==> src/led_breathe_pkg.sv <==
`default_nettype none
package led_breathe_pkg;

    // Register byte offsets.
    localparam logic [7:0] ramp_update_interval_off = 8'h10;
    localparam logic [7:0] turn_on_skew_off         = 8'h14;
    localparam logic [7:0] unit_control_off         = 8'h18;
    localparam logic [7:0] unit_status_off          = 8'h1c;

    // Reset values.
    localparam logic [31:0] interval_reset = 32'h0000_0000;
    localparam logic [7:0]  skew_reset     = 8'h00;

    // Field layout.
    localparam int interval_field_w = 4;
    localparam int skew_lsb         = 0;
    localparam int skew_w           = 8;

    // Control register bit positions.
    localparam int ctl_mode_lsb   = 0;   // Two bits of lamp mode.
    localparam int ctl_shape_bit  = 2;   // Ramp shape select, 1 = symmetric.
    localparam int ctl_tick_bit   = 3;   // Tick source select.
    localparam int ctl_commit_bit = 4;   // Shadow commit enable.
    localparam int ctl_sync_bit   = 5;   // Realign outputs, self clearing.

    // Lamp modes.
    typedef enum logic [1:0] {
        mode_off     = 2'b00,
        mode_breathe = 2'b01,
        mode_blink   = 2'b10,
        mode_on      = 2'b11
    } lamp_mode_e;

    // Tick rates, as clock division counts.
    localparam int fast_tick_div = 4;
    localparam int slow_tick_hz  = 32768;
    localparam int clk_hz        = 100_000_000;
    localparam int slow_tick_div = clk_hz / slow_tick_hz;

    // PWM counter wrap defines the PWM period boundary.
    localparam logic [7:0] pwm_last = 8'hff;

    typedef struct packed {
        lamp_mode_e mode;
        logic       symmetric;
        logic       tick_sel;
        logic       commit_en;
    } lamp_setup_s;

    // Turn-on skew states.
    typedef enum logic [2:0] {
        sk_idle  = 3'b001,
        sk_count = 3'b010,
        sk_live  = 3'b100
    } skew_state_e;

    function automatic logic [2:0] seg_index(input logic symmetric,
                                             input logic falling,
                                             input logic [7:0] duty);
        seg_index = symmetric ? duty[7:5] : {falling, duty[7:6]};
    endfunction

endpackage
`default_nettype wire

==> src/led_breathe_interval_and_skew.sv <==
// The Wishbone interface to the registers is this design's own decision.
`timescale 1ns/1ns
`default_nettype none
module led_breathe_interval_and_skew
    import led_breathe_pkg::*;
(
    // Clock and reset.
    input  wire logic        clk,
    input  wire logic        rstn,
    // Wishbone slave.
    input  wire logic        wb_cyc_i,
    input  wire logic        wb_stb_i,
    input  wire logic        wb_we_i,
    input  wire logic [7:0]  wb_adr_i,
    input  wire logic [3:0]  wb_sel_i,
    input  wire logic [31:0] wb_dat_i,
    output logic      [31:0] wb_dat_o,
    output logic             wb_ack_o,
    output logic             wb_err_o,
    // Unit side.
    input  wire logic        descending_phase_flag,
    input  wire logic        resume_from_sleep,
    // Lamp pin and step strobe.
    output logic             led_out,
    output logic             duty_step_q,
    output logic      [7:0]  duty_q_o
);

    logic [31:0] interval_shadow_q;
    logic [31:0] interval_work_q;
    logic [7:0]  skew_shadow_q;
    logic [7:0]  skew_work_q;
    lamp_setup_s setup_q;
    logic        sync_q;
    logic        enable_seen_q;
    logic [7:0]  pwm_cnt_q;
    logic [7:0]  duty_q;
    logic        up_q;
    logic [3:0]  wait_q;
    logic [11:0] div_q;
    logic        tick;
    logic        period_end;
    logic [2:0]  seg;
    logic [3:0]  cur_interval;
    logic        live;
    logic        restart;
    logic        bypass;
    logic        wr;
    logic        rd_hit;
    logic [31:0] rd_data;
    logic        ack_d;
    logic        led_d;

    // Bus decode; one wait state, answer after the cycle the strobe is seen.
    assign wr = wb_cyc_i && wb_stb_i && wb_we_i && !wb_ack_o && !wb_err_o;

    always_comb begin
        rd_hit  = 1'b1;
        rd_data = 32'h0000_0000;
        unique case (wb_adr_i)
            ramp_update_interval_off: rd_data = interval_work_q;
            turn_on_skew_off:         rd_data = {24'h00_0000, skew_work_q};
            unit_control_off:         rd_data = {26'h000_0000, sync_q, setup_q.commit_en,
                                                 setup_q.tick_sel, setup_q.symmetric,
                                                 setup_q.mode};
            unit_status_off:          rd_data = {22'h00_0000, wait_q, live, up_q,
                                                 seg, led_out};
            default:                  rd_hit  = 1'b0;
        endcase
    end

    assign ack_d = wb_cyc_i && wb_stb_i && !wb_ack_o && !wb_err_o;

    always_ff @(posedge clk or negedge rstn) begin
        if (!rstn) begin
            wb_ack_o <= 1'b0;
            wb_err_o <= 1'b0;
            wb_dat_o <= 32'h0000_0000;
        end else begin
            wb_ack_o <= ack_d && rd_hit;
            wb_err_o <= ack_d && !rd_hit;
            wb_dat_o <= (ack_d && rd_hit && !wb_we_i) ? rd_data : 32'h0000_0000;
        end
    end

    // Shadow copies accept writes at any time, byte by byte.
    always_ff @(posedge clk or negedge rstn) begin
        if (!rstn) begin
            interval_shadow_q <= interval_reset;
            skew_shadow_q     <= skew_reset;
        end else if (wr) begin
            if (wb_adr_i == ramp_update_interval_off) begin
                for (int b = 0; b < 4; b++) begin
                    if (wb_sel_i[b]) begin
                        interval_shadow_q[8*b +: 8] <= wb_dat_i[8*b +: 8];
                    end
                end
            end
            if (wb_adr_i == turn_on_skew_off && wb_sel_i[0]) begin
                skew_shadow_q <= wb_dat_i[skew_lsb +: skew_w];
            end
        end
    end

    // Control register; sync bit clears itself once acted on.
    always_ff @(posedge clk or negedge rstn) begin
        if (!rstn) begin
            setup_q <= '{mode: mode_off, symmetric: 1'b0, tick_sel: 1'b0, commit_en: 1'b0};
            sync_q  <= 1'b0;
        end else if (wr && wb_adr_i == unit_control_off && wb_sel_i[0]) begin
            setup_q.mode      <= lamp_mode_e'(wb_dat_i[ctl_mode_lsb +: 2]);
            setup_q.symmetric <= wb_dat_i[ctl_shape_bit];
            setup_q.tick_sel  <= wb_dat_i[ctl_tick_bit];
            setup_q.commit_en <= wb_dat_i[ctl_commit_bit];
            sync_q            <= wb_dat_i[ctl_sync_bit];
        end else begin
            sync_q <= 1'b0;
        end
    end

    // Working copies move only at a PWM period boundary.
    always_ff @(posedge clk or negedge rstn) begin
        if (!rstn) begin
            interval_work_q <= interval_reset;
            skew_work_q     <= skew_reset;
        end else if (period_end && setup_q.commit_en) begin
            interval_work_q <= interval_shadow_q;
            skew_work_q     <= skew_shadow_q;
        end
    end

    // Tick divider; the select picks the fast or the 32 kHz-like rate.
    always_ff @(posedge clk or negedge rstn) begin
        if (!rstn) begin
            div_q <= 12'h000;
        end else if (tick) begin
            div_q <= 12'h000;
        end else begin
            div_q <= div_q + 12'h001;
        end
    end

    assign tick = setup_q.tick_sel ? (div_q == 12'(slow_tick_div - 1))
                                   : (div_q == 12'(fast_tick_div - 1));

    always_ff @(posedge clk or negedge rstn) begin
        if (!rstn) begin
            pwm_cnt_q <= 8'h00;
        end else if (tick) begin
            pwm_cnt_q <= pwm_cnt_q + 8'h01;
        end
    end

    assign period_end = tick && (pwm_cnt_q == pwm_last);

    // Segment selector and interval lookup.
    assign seg          = seg_index(setup_q.symmetric, descending_phase_flag, duty_q);
    assign cur_interval = interval_work_q[interval_field_w*seg +: interval_field_w];

    // Update spacing: n+1 periods between duty steps.
    always_ff @(posedge clk or negedge rstn) begin
        if (!rstn) begin
            wait_q      <= 4'h0;
            duty_step_q <= 1'b0;
        end else if (period_end) begin
            if (wait_q >= cur_interval) begin
                wait_q      <= 4'h0;
                duty_step_q <= 1'b1;
            end else begin
                wait_q      <= wait_q + 4'h1;
                duty_step_q <= 1'b0;
            end
        end else begin
            duty_step_q <= 1'b0;
        end
    end

    // Simple unit-step triangle ramp so the intervals are exercised.
    always_ff @(posedge clk or negedge rstn) begin
        if (!rstn) begin
            duty_q <= 8'h00;
            up_q   <= 1'b1;
        end else if (duty_step_q && setup_q.mode == mode_breathe) begin
            if (up_q) begin
                duty_q <= duty_q + 8'h01;
                up_q   <= (duty_q != 8'hfe);
            end else begin
                duty_q <= duty_q - 8'h01;
                up_q   <= (duty_q == 8'h01);
            end
        end
    end

    // Turn-on skew: restart at each enable from off, resume, or sync.
    always_ff @(posedge clk or negedge rstn) begin
        if (!rstn) begin
            enable_seen_q <= 1'b0;
        end else begin
            enable_seen_q <= (setup_q.mode != mode_off);
        end
    end

    assign restart = (setup_q.mode != mode_off && !enable_seen_q)
                   || resume_from_sleep || sync_q;
    assign bypass  = (setup_q.mode == mode_on) || (setup_q.mode == mode_off);

    skew_delay u_skew (
        .clk        (clk),
        .rstn       (rstn),
        .tick       (tick),
        .restart    (restart),
        .bypass     (bypass),
        .skew_count (skew_work_q),
        .live       (live)
    );

    always_comb begin
        led_d = 1'b0;
        unique case (setup_q.mode)
            mode_off:     led_d = 1'b0;
            mode_on:      led_d = 1'b1;
            mode_breathe: led_d = live && (pwm_cnt_q < duty_q);
            mode_blink:   led_d = live && pwm_cnt_q[7];
        endcase
    end

    always_ff @(posedge clk or negedge rstn) begin
        if (!rstn) begin
            led_out  <= 1'b0;
            duty_q_o <= 8'h00;
        end else begin
            led_out  <= led_d;
            duty_q_o <= duty_q;
        end
    end

endmodule // led_breathe_interval_and_skew
`default_nettype wire

==> src/skew_delay.sv <==
`timescale 1ns/1ns
`default_nettype none
module skew_delay
    import led_breathe_pkg::*;
(
    // Clock and reset.
    input  wire logic       clk,
    input  wire logic       rstn,
    // Control.
    input  wire logic       tick,
    input  wire logic       restart,
    input  wire logic       bypass,
    input  wire logic [7:0] skew_count,
    // Gate to the output stage.
    output logic            live
);

    skew_state_e state_q;
    logic [7:0]  cnt_q;

    always_ff @(posedge clk or negedge rstn) begin
        if (!rstn) begin
            state_q <= sk_idle;
            cnt_q   <= 8'h00;
        end else if (restart) begin
            state_q <= sk_count;
            cnt_q   <= 8'h00;
        end else begin
            unique case (state_q)
                sk_idle: begin
                    state_q <= sk_idle;
                end
                sk_count: begin
                    if (bypass || skew_count == 8'h00 || cnt_q == skew_count) begin
                        state_q <= sk_live;
                    end else if (tick) begin
                        cnt_q <= cnt_q + 8'h01;
                    end
                end
                sk_live: begin
                    state_q <= sk_live;
                end
            endcase
        end
    end

    assign live = (state_q == sk_live) || bypass;

endmodule // skew_delay
`default_nettype wire
==> config.mk <==
export PLATFORM = sky130hd
export DESIGN_NAME = led_breathe_interval_and_skew
export DESIGN_NICKNAME = d
export VERILOG_FILES = /design/src/led_breathe_pkg.sv /design/src/led_breathe_interval_and_skew.sv /design/src/skew_delay.sv
export SDC_FILE = /design/constraint.sdc
export NUM_CORES = 1
export LEC_CHECK = 0
export BUFFER_PORTS_ARGS = -buffer_cell sky130_fd_sc_hd__buf_4
export CAP_MARGIN = 10
export CELL_PAD_IN_SITES_DETAIL_PLACEMENT = 2
export CELL_PAD_IN_SITES_GLOBAL_PLACEMENT = 2
export CORE_UTILIZATION = 40
export DETAILED_ROUTE_END_ITERATION = 8
export GPL_TIMING_DRIVEN = 1
export PLACE_DENSITY = 0.8
export SYNTH_ARGS = -nofsm -noshare
export SYNTH_HDL_FRONTEND = slang
export SYNTH_SLANG_ARGS = --single-unit
==> constraint.sdc <==
create_clock -name clk -period 4.2 [get_ports clk]
set_clock_uncertainty 0.1 [all_clocks]
set_input_delay 0.63 -clock clk [delete_from_list [all_inputs] [get_ports clk]]
set_output_delay 0.63 -clock clk [all_outputs]
set_load 0.1 [all_outputs]
==> results of run 1 <==
## layer usage
| layer | routed length, um | track usage [%] | share of wire (%) | vias to the layer above |
|---|---|---|---|---|
| li1 | - | - | - | 2388 |
| met1 | 9240 | 28.3 | 40 | 2886 |
| met2 | 12500 | 44.6 | 55 | 100 |
| met3 | 634 | 4.41 | 2.8 | 33 |
| met4 | 486 | 8.15 | 2.1 | 0 |
| met5 | 0 | 0 | 0 | - |
## sequential cells by signal, summed over array words and instances, names as in the netlist
register           cells
interval_shadow_q     32
interval_work_q       32
wb_dat_o              32
div_q                 12
duty_q                 8
duty_q_o               8
pwm_cnt_q              8
skew_shadow_q          8
skew_work_q            8
u_skew.cnt_q           8
setup_q                5
wait_q                 4
u_skew.state_q         3
duty_step_q            1
enable_seen_q          1
led_out                1
sync_q                 1
up_q                   1
wb_ack_o               1
wb_err_o               1
## cell usage in the layout (no fill, tap or decap), types with 4 or more instances in the layout
| cell type | n |
|---|---|
| a211oi_1 | 8 |
| a21oi_1 | 18 |
| and2_1 | 23 |
| and3_1 | 9 |
| buf_4 | 102 |
| clkbuf_16 | 17 |
| dfrtp_1 | 173 |
| ha_1 | 23 |
| inv_1 | 17 |
| inv_6 | 6 |
| mux2_2 | 86 |
| mux2i_1 | 6 |
| mux4_2 | 10 |
| nand2_1 | 26 |
| nand2b_1 | 4 |
| nand3_1 | 22 |
| nand4_1 | 7 |
| nor2_1 | 24 |
| nor2b_1 | 7 |
| nor3_1 | 11 |
| o2111ai_1 | 4 |
| o21ai_0 | 18 |
| o31ai_1 | 5 |
| or2_2 | 4 |
| or3_1 | 4 |
| or4_1 | 5 |
| xnor2_1 | 27 |
| xor2_1 | 7 |
## layout make-up
type | instances | area [sq um]
well taps | 260 | 325
multi-input cells | 399 | 3290
fillers | 1847 | 9590
clock buffers | 18 | 429
flip-flops and latches | 175 | 4380
inverters | 17 | 63.8
repair buffers | 103 | 777
clock inverters | 13 | 106
## kinds of logic (layout without fill, tap and decap cells)
family | after synthesis | after routing | share of synthesized area [%]
multiplexers | 106 | 106 | 16.6
flip-flops | 175 | 175 | 55.9
AND/OR/NAND/NOR | 166 | 166 | 12.1
buffers and inverters | 37 | 151 | 2.17
XOR/XNOR | 34 | 34 | 3.80
adder cells (fa/ha/maj) | 23 | 23 | 3.67
AO/OA/AOI/OAI | 70 | 70 | 5.70
## report_power, final
part / internal, uW / switching (uW)
Clock: 766 / 711
Combinational: 80.9 / 103
Sequential: 1710 / 36.2
Total: 2560 / 850
## stage by stage
| step | total power (uW) | worst slack (ns) | area, sq um | hold slack [ns] |
|---|---|---|---|---|
| final | 3410 | 0.714 | 9370 | 0.175 |
| after global routing | 3530 | 0.524 | 9370 | 0.247 |
| after CTS | 3440 | 0.667 | 9370 | 0.205 |
| after detailed placement | 1970 | 0.722 | 8830 | 0.378 |
| after global placement | 1950 | 0.961 | 8830 | 0.370 |
| after floorplan | 1850 | 1.02 | 7840 | 0.234 |
## worst max-delay path, cell delays in order, from the launching register on
cell and delay (ns):
dfrtp_1 0.47, mux2i_2 0.72, mux4_2 0.61, mux2i_1 0.18, ha_1 0.26, or2_2 0.27
a21oi_1 0.19, a21oi_1 0.13, nor4b_1 0.35, a21o_1 0.12
## how the worst max path moves through the flow
stage	startpoint	end	slack (ns)
6_report	setup_q[2]	wait_q[2]	0.71
5_1_grt	setup_q[2]	wait_q[2]	0.52
4_1_cts	setup_q[2]	wait_q[2]	0.67
3_5_place_dp	setup_q[2]	wait_q[2]	0.72
3_3_place_gp	setup_q[2]	wait_q[2]	0.96
2_1_floorplan	setup_q[2]	wait_q[2]	1.02
==> metrics.txt, run 1 <==
Final Util 49.4%; all-layer global routing usage 24.2%; remaining design rule violation count 0; Relative slew margins 42.2%; CTS root buffer clkbuf_16; most common cell in the synthesized netlist dfrtp_1; via-per-instance ratio 5.49; routability cong. 0.780; share of flip-flops with an asynchronous set or reset 100%; post-synth top area share 55.2%; Max Root-Sink Buffers 2; sequential element share of the synthesized area 55.9%; CTS tree done; CP endpoint kind flip-flop; Routed Antenna Nets 0; ys flop type dfrtp_1; std cell rows 50; reg2reg start setup_q[2]; Max VDD drop 0.248 mV; Post-synth EDFFs 0; setup violators final 0; Mean Syn Cell Area 12.8 sq um; share of cells above drive strength 1 33.2%; post-layout min period 3.49 ns; first-pass GRT wire length 36200 um; DR iter-0 viols 249; syn nets 685; Port Buf Inserts 94; Final Hold Fails 0; placed insts 954; CTS Sinks 175; critical path class reg2reg; Wirelength per Cell 23.2 um; f_max 287 MHz; Pre-antenna DRT Iters 4; IO Pins 95; synth top area cells dfrtp_1, mux2_2, ha_1; number of synthesized register bits 175; top cell type by total area after synthesis dfrtp_1; Num CTS Buffers 17; unrepaired setup endpoints after global routing no; Cell Count, Final, Fillers Out 985; CTS Hold Bufs 0; Static Leak 0.00456 uW; reg-to-reg endpoint wait_q[2]; CTS clock-pin slew for the worst setup and hold paths 0.07 ns; Cells after Synth 611; synthesis-to-finish area growth 19.5%; list of most frequent post-synthesis cells dfrtp_1, mux2_2, xnor2_1; crit path DAT 3.75 ns; Worst Setup Start Kind flip-flop; post-CTS resize count 0; worst slew pin tran 0.867 ns; CP Max Fanout 8; Yosys warning total 0; MaxCap Viol Count 0; clk_lat worst skew 0.44 ns; vias in the first global route 6204; nets 787; required time worst endpoint 4.46 ns; final setup TNS 0 ns; Hold Path Class in2async; Slew Viols, Final 0; Pwr Density 364 nW/um^2; final period utilization 83.0%; htree depth 4; die area 20200 sq um; hpwl dp 15500 um; FF-to-FF path depth 9; routed vias 5407; global route total overflow 0; # Post-CTS Setup Buffers 0; Yosys cell types 55; initial antenna violation count 0; n_diodes 0; register-to-register setup slack 0.71 ns; initial core utilization 41.3%; die width 142 um; status complete, no violations; final WL 22900 um; largest net degree at the start of global routing 96; Post-Syn Area 7840 sq um; DIE HEIGHT 142 um; Core ar. 19000 sq um
No activity file was read; power rests on OpenSTA's default activity.
==> inputs of run 2 (changes only) <==
Settings changed: ABC_AREA from default to 1, CORE_UTILIZATION 40 to 35, PLACE_DENSITY 0.8 to 0.79.
Clock period 4.2 ns to 3.5 ns, I/O delays scaled along.
==> run 2 against run 1 <==
Sequential share of layout area shrank 3.8 points. Combinational power grew 74%. Die area rose by 24%. Critical path depth rose by 4. Clock power up 31%. First-iteration DRC count up 44%. Wire length increased by 21%. Synthesized cell count grew 69%. Total power increased by 28%. Final area increased by 8.8%. Register-to-register slack got worse by 0.10 ns. Synthesized area up 8.7%. Critical path type unchanged. Highest routed layer unchanged.
==> metrics.txt, run 2 <==
Worst Setup Start Kind flip-flop; die width 158 um (+11%); final setup TNS 0 ns (unchanged); critical path class reg2reg; Num CTS Buffers 17 (unchanged); Critical Path Source setup_q[2]; Core ar. 23700 sq um (+25%); Static Leak 0.00530 uW (+16%); # fillers 2703 (+46%); Multi-input gate area 3520 sq um (+7.2%); Final Hold Fails 0 (unchanged); register-to-register setup slack 0.61 ns (-0.10 ns); DIE HEIGHT 158 um (+11%); post-synthesis xor/xnor area fraction 2.88% (-0.92 points); Wirelength per Cell 19.1 um (-18%); number of synthesized register bits 175 (unchanged); std cell rows 56 (+12%); status complete, no violations; Internal Power 3160 uW (+23%); setup violators final 0 (unchanged); Clk pwr share 44.4% (+1.1 points); worst slew pin tran 1.12 ns (+0.253 ns); initial antenna violation count 0 (unchanged); CTS Hold Bufs 0 (unchanged); nets 1194 (+52%); final WL 27800 um (+21%); FF-to-FF path depth 13 (+4); Cells after Synth 1031 (+69%); synthesis-to-finish area growth 19.7%; most common cell after layout, fill and taps aside nand2_1; global route total overflow 0 (unchanged); Post-Synth Adder-Cell Area 3.38% (-0.29 points); CP endpoint kind flip-flop; vias in the first global route 8172 (+32%); Max VDD drop 0.231 mV (-7.2%); CP Max Fanout 16 (+8); Cell Count, Final, Fillers Out 1452 (+47%); unrepaired setup endpoints after global routing no; Routed Antenna Nets 0 (unchanged); sequential cell area 4380 sq um (unchanged); final period utilization 82.6% (-0.42 points); htree depth 4 (unchanged); Pre-antenna DRT Iters 4 (unchanged); CTS Sinks 175 (unchanged); largest family of logic cells by synthesized area simple AND/OR/NAND/NOR gates; list of most frequent post-synthesis cells nand2_1, dfrtp_1, inv_1; Relative slew margins 24.9% (-17 points); Simple-Gate Fraction of Synth Area 27.8% (+16 points); initial core utilization 36.0% (-5.4 points); placed insts 1417 (+49%); CTS root buffer clkbuf_16; Sw Share 27.9% (+2.9 points); fin area 10200 sq um (+8.8%); remaining design rule violation count 0 (unchanged); f_max 346 MHz (+21%); post-layout min period 2.89 ns (-0.596 ns); largest net degree at the start of global routing 75 (-22%); Post-Syn Area 8520 sq um (+8.7%); n_diodes 0 (unchanged); Hold Path Class in2async; P_sw 1220 uW (+43%); post-synthesis mux area share 0% (-17 points); synth top area cells dfrtp_1, nand2_1, inv_1; Critical Path End wait_q[3]; syn nets 1105 (+61%); IO Pins 95 (unchanged); via-per-instance ratio 5.10 (-7.0%); Seq pwr share 48.2% (-3.1 points); Cell Area, Placed 9580 sq um (+8.5%); clk_lat worst skew 0.46 ns (+0.02 ns); reg2reg start setup_q[2]; Post-synth EDFFs 0 (unchanged); biggest regs interval_shadow_q (32), interval_work_q (32), wb_dat_o (32); DR iter-0 viols 359 (+44%); share of flip-flops with an asynchronous set or reset 100% (unchanged); sequential element share of the synthesized area 51.5% (-4.5 points); ys flop type dfrtp_1; routed vias 7410 (+37%); reg-to-reg endpoint wait_q[3]; CTS clock-pin slew for the worst setup and hold paths 0.08 ns (about the same); hold slack 0.000821 ns (-0.174 ns); all-layer global routing usage 23.9% (-0.29 points); CTS tree done; top cell type by total area after synthesis dfrtp_1; Port Buf Inserts 94 (unchanged); routability cong. 0.832 (+6.7%); crit path DAT 3.16 ns (-0.59 ns); Mean Syn Cell Area 8.26 sq um (-36%); combinational share of power 7.3% (+1.9 points); most frequent cells in the layout nand2_1, dfrtp_1, inv_1, buf_4, nor2_1; die area 25000 sq um (+24%); Pwr Density 429 nW/um^2 (+18%); Max Root-Sink Buffers 2 (unchanged); required time worst endpoint 3.77 ns (-0.69 ns); hpwl dp 19300 um (+25%); first-pass GRT wire length 45100 um (+24%); MaxCap Viol Count 0 (unchanged); Yosys warning total 0 (unchanged); post-synth top area share 50.8% (-4.4 points); Slew Viols, Final 0 (unchanged); Compound-Gate Fraction of Synth Area 7.01% (+1.3 points); share of cells above drive strength 1 15.9% (-17 points); Yosys cell types 34 (-38%); most common cell in the synthesized netlist nand2_1
[run 2: cell count changes in the layout (fill, tap and decap cells not counted), moves of 20 or more]
cell | previous run | this run
nand2_1 | 26 | 304
inv_1 | 17 | 119
mux2_2 | 86 | 0
nor2_1 | 24 | 74
o21ai_0 | 18 | 67
nand4_1 | 7 | 55
o21ai_1 | 1 | 26
and2_1 | 23 | 0
nand3_1 | 22 | 44
xnor2_1 | 27 | 5
nor2_2 | 1 | 21
[run 2: cell type report]
type                       count  share of cell area, %
sequential                   175                   43.0
multi-input combinational    696                   34.6
timing repair buffer         111                   8.46
inverter                     119                   4.38
clock buffer                  18                   4.31
tap                          319                   3.92
clock inverter                14                   1.40
[run 2: power groups by stage]
| stage | sequential [uW] | clock (uW) | combinational (uW) |
|---|---|---|---|
| 2_1_floorplan | 2140 | 0 | 161 |
| 3_3_place_gp | 2150 | 0 | 305 |
| 3_5_place_dp | 2150 | 0 | 326 |
| 4_1_cts | 2110 | 1970 | 330 |
| 5_1_grt | 2120 | 2050 | 367 |
| 6_report | 2110 | 1940 | 320 |
[run 2: per-stage QoR]
step | total power (uW) | setup slack [ns] | util, %
after CTS | 4410 | 0.115 | 42.9
final | 4370 | 0.610 | 43.0
after detailed placement | 2470 | 0.145 | 40.5
after floorplan | 2300 | 0.932 | -
after global routing | 4530 | 0.174 | 43.0
after global placement | 2450 | 0.409 | 40.5
[run 2: worst min-delay path by stage]
stage | cells past startpoint | end | from | slack (ns)
detailed placement | 0 | duty_q_o[4] | duty_q[4] | 0.34
global placement | 0 | duty_q_o[4] | duty_q[4] | 0.34
floorplan | 0 | div_q[0] | rstn | 0.13
global route | 1 | div_q[4] | rstn | 0.05
finish | 1 | div_q[4] | rstn | 0.0008
CTS | 1 | div_q[4] | rstn | 0.05
[run 2: what timing repair did]
item	in CTS	in global routing
buffers inserted	0	3
gates resized for setup	0	1
endpoints found under the setup margin	0	5
[run 2: cells by family after synthesis]
logic type	count (synthesis)
AO/OA/AOI/OAI	115
flip-flops	175
adder cells (fa/ha/maj)	23
XOR/XNOR	28
buffers and inverters	160
AND/OR/NAND/NOR	530
[run 2: worst max-delay path: stages, from the launching register on]
cell and delay, ns:
dfrtp_1 0.54, nand2_1 0.15, o21ai_4 0.14, inv_1 0.29, o21ai_0 0.27, o22ai_1 0.09, o21ai_0 0.16, ha_1 0.27
inv_1 0.06, nor2_1 0.03, o21ai_0 0.14, nand3_1 0.12, or2_2 0.28, o21ai_0 0.15
[run 2: routing by layer]
metal	up-vias	wire length [um]	GRT usage, %	share of wire (%)
li1	3478	-	-	-
met1	3781	12900	32.0	46
met2	117	13600	39.9	49
met3	34	783	3.09	2.8
met4	0	492	7.97	1.8
met5	-	0	0	0
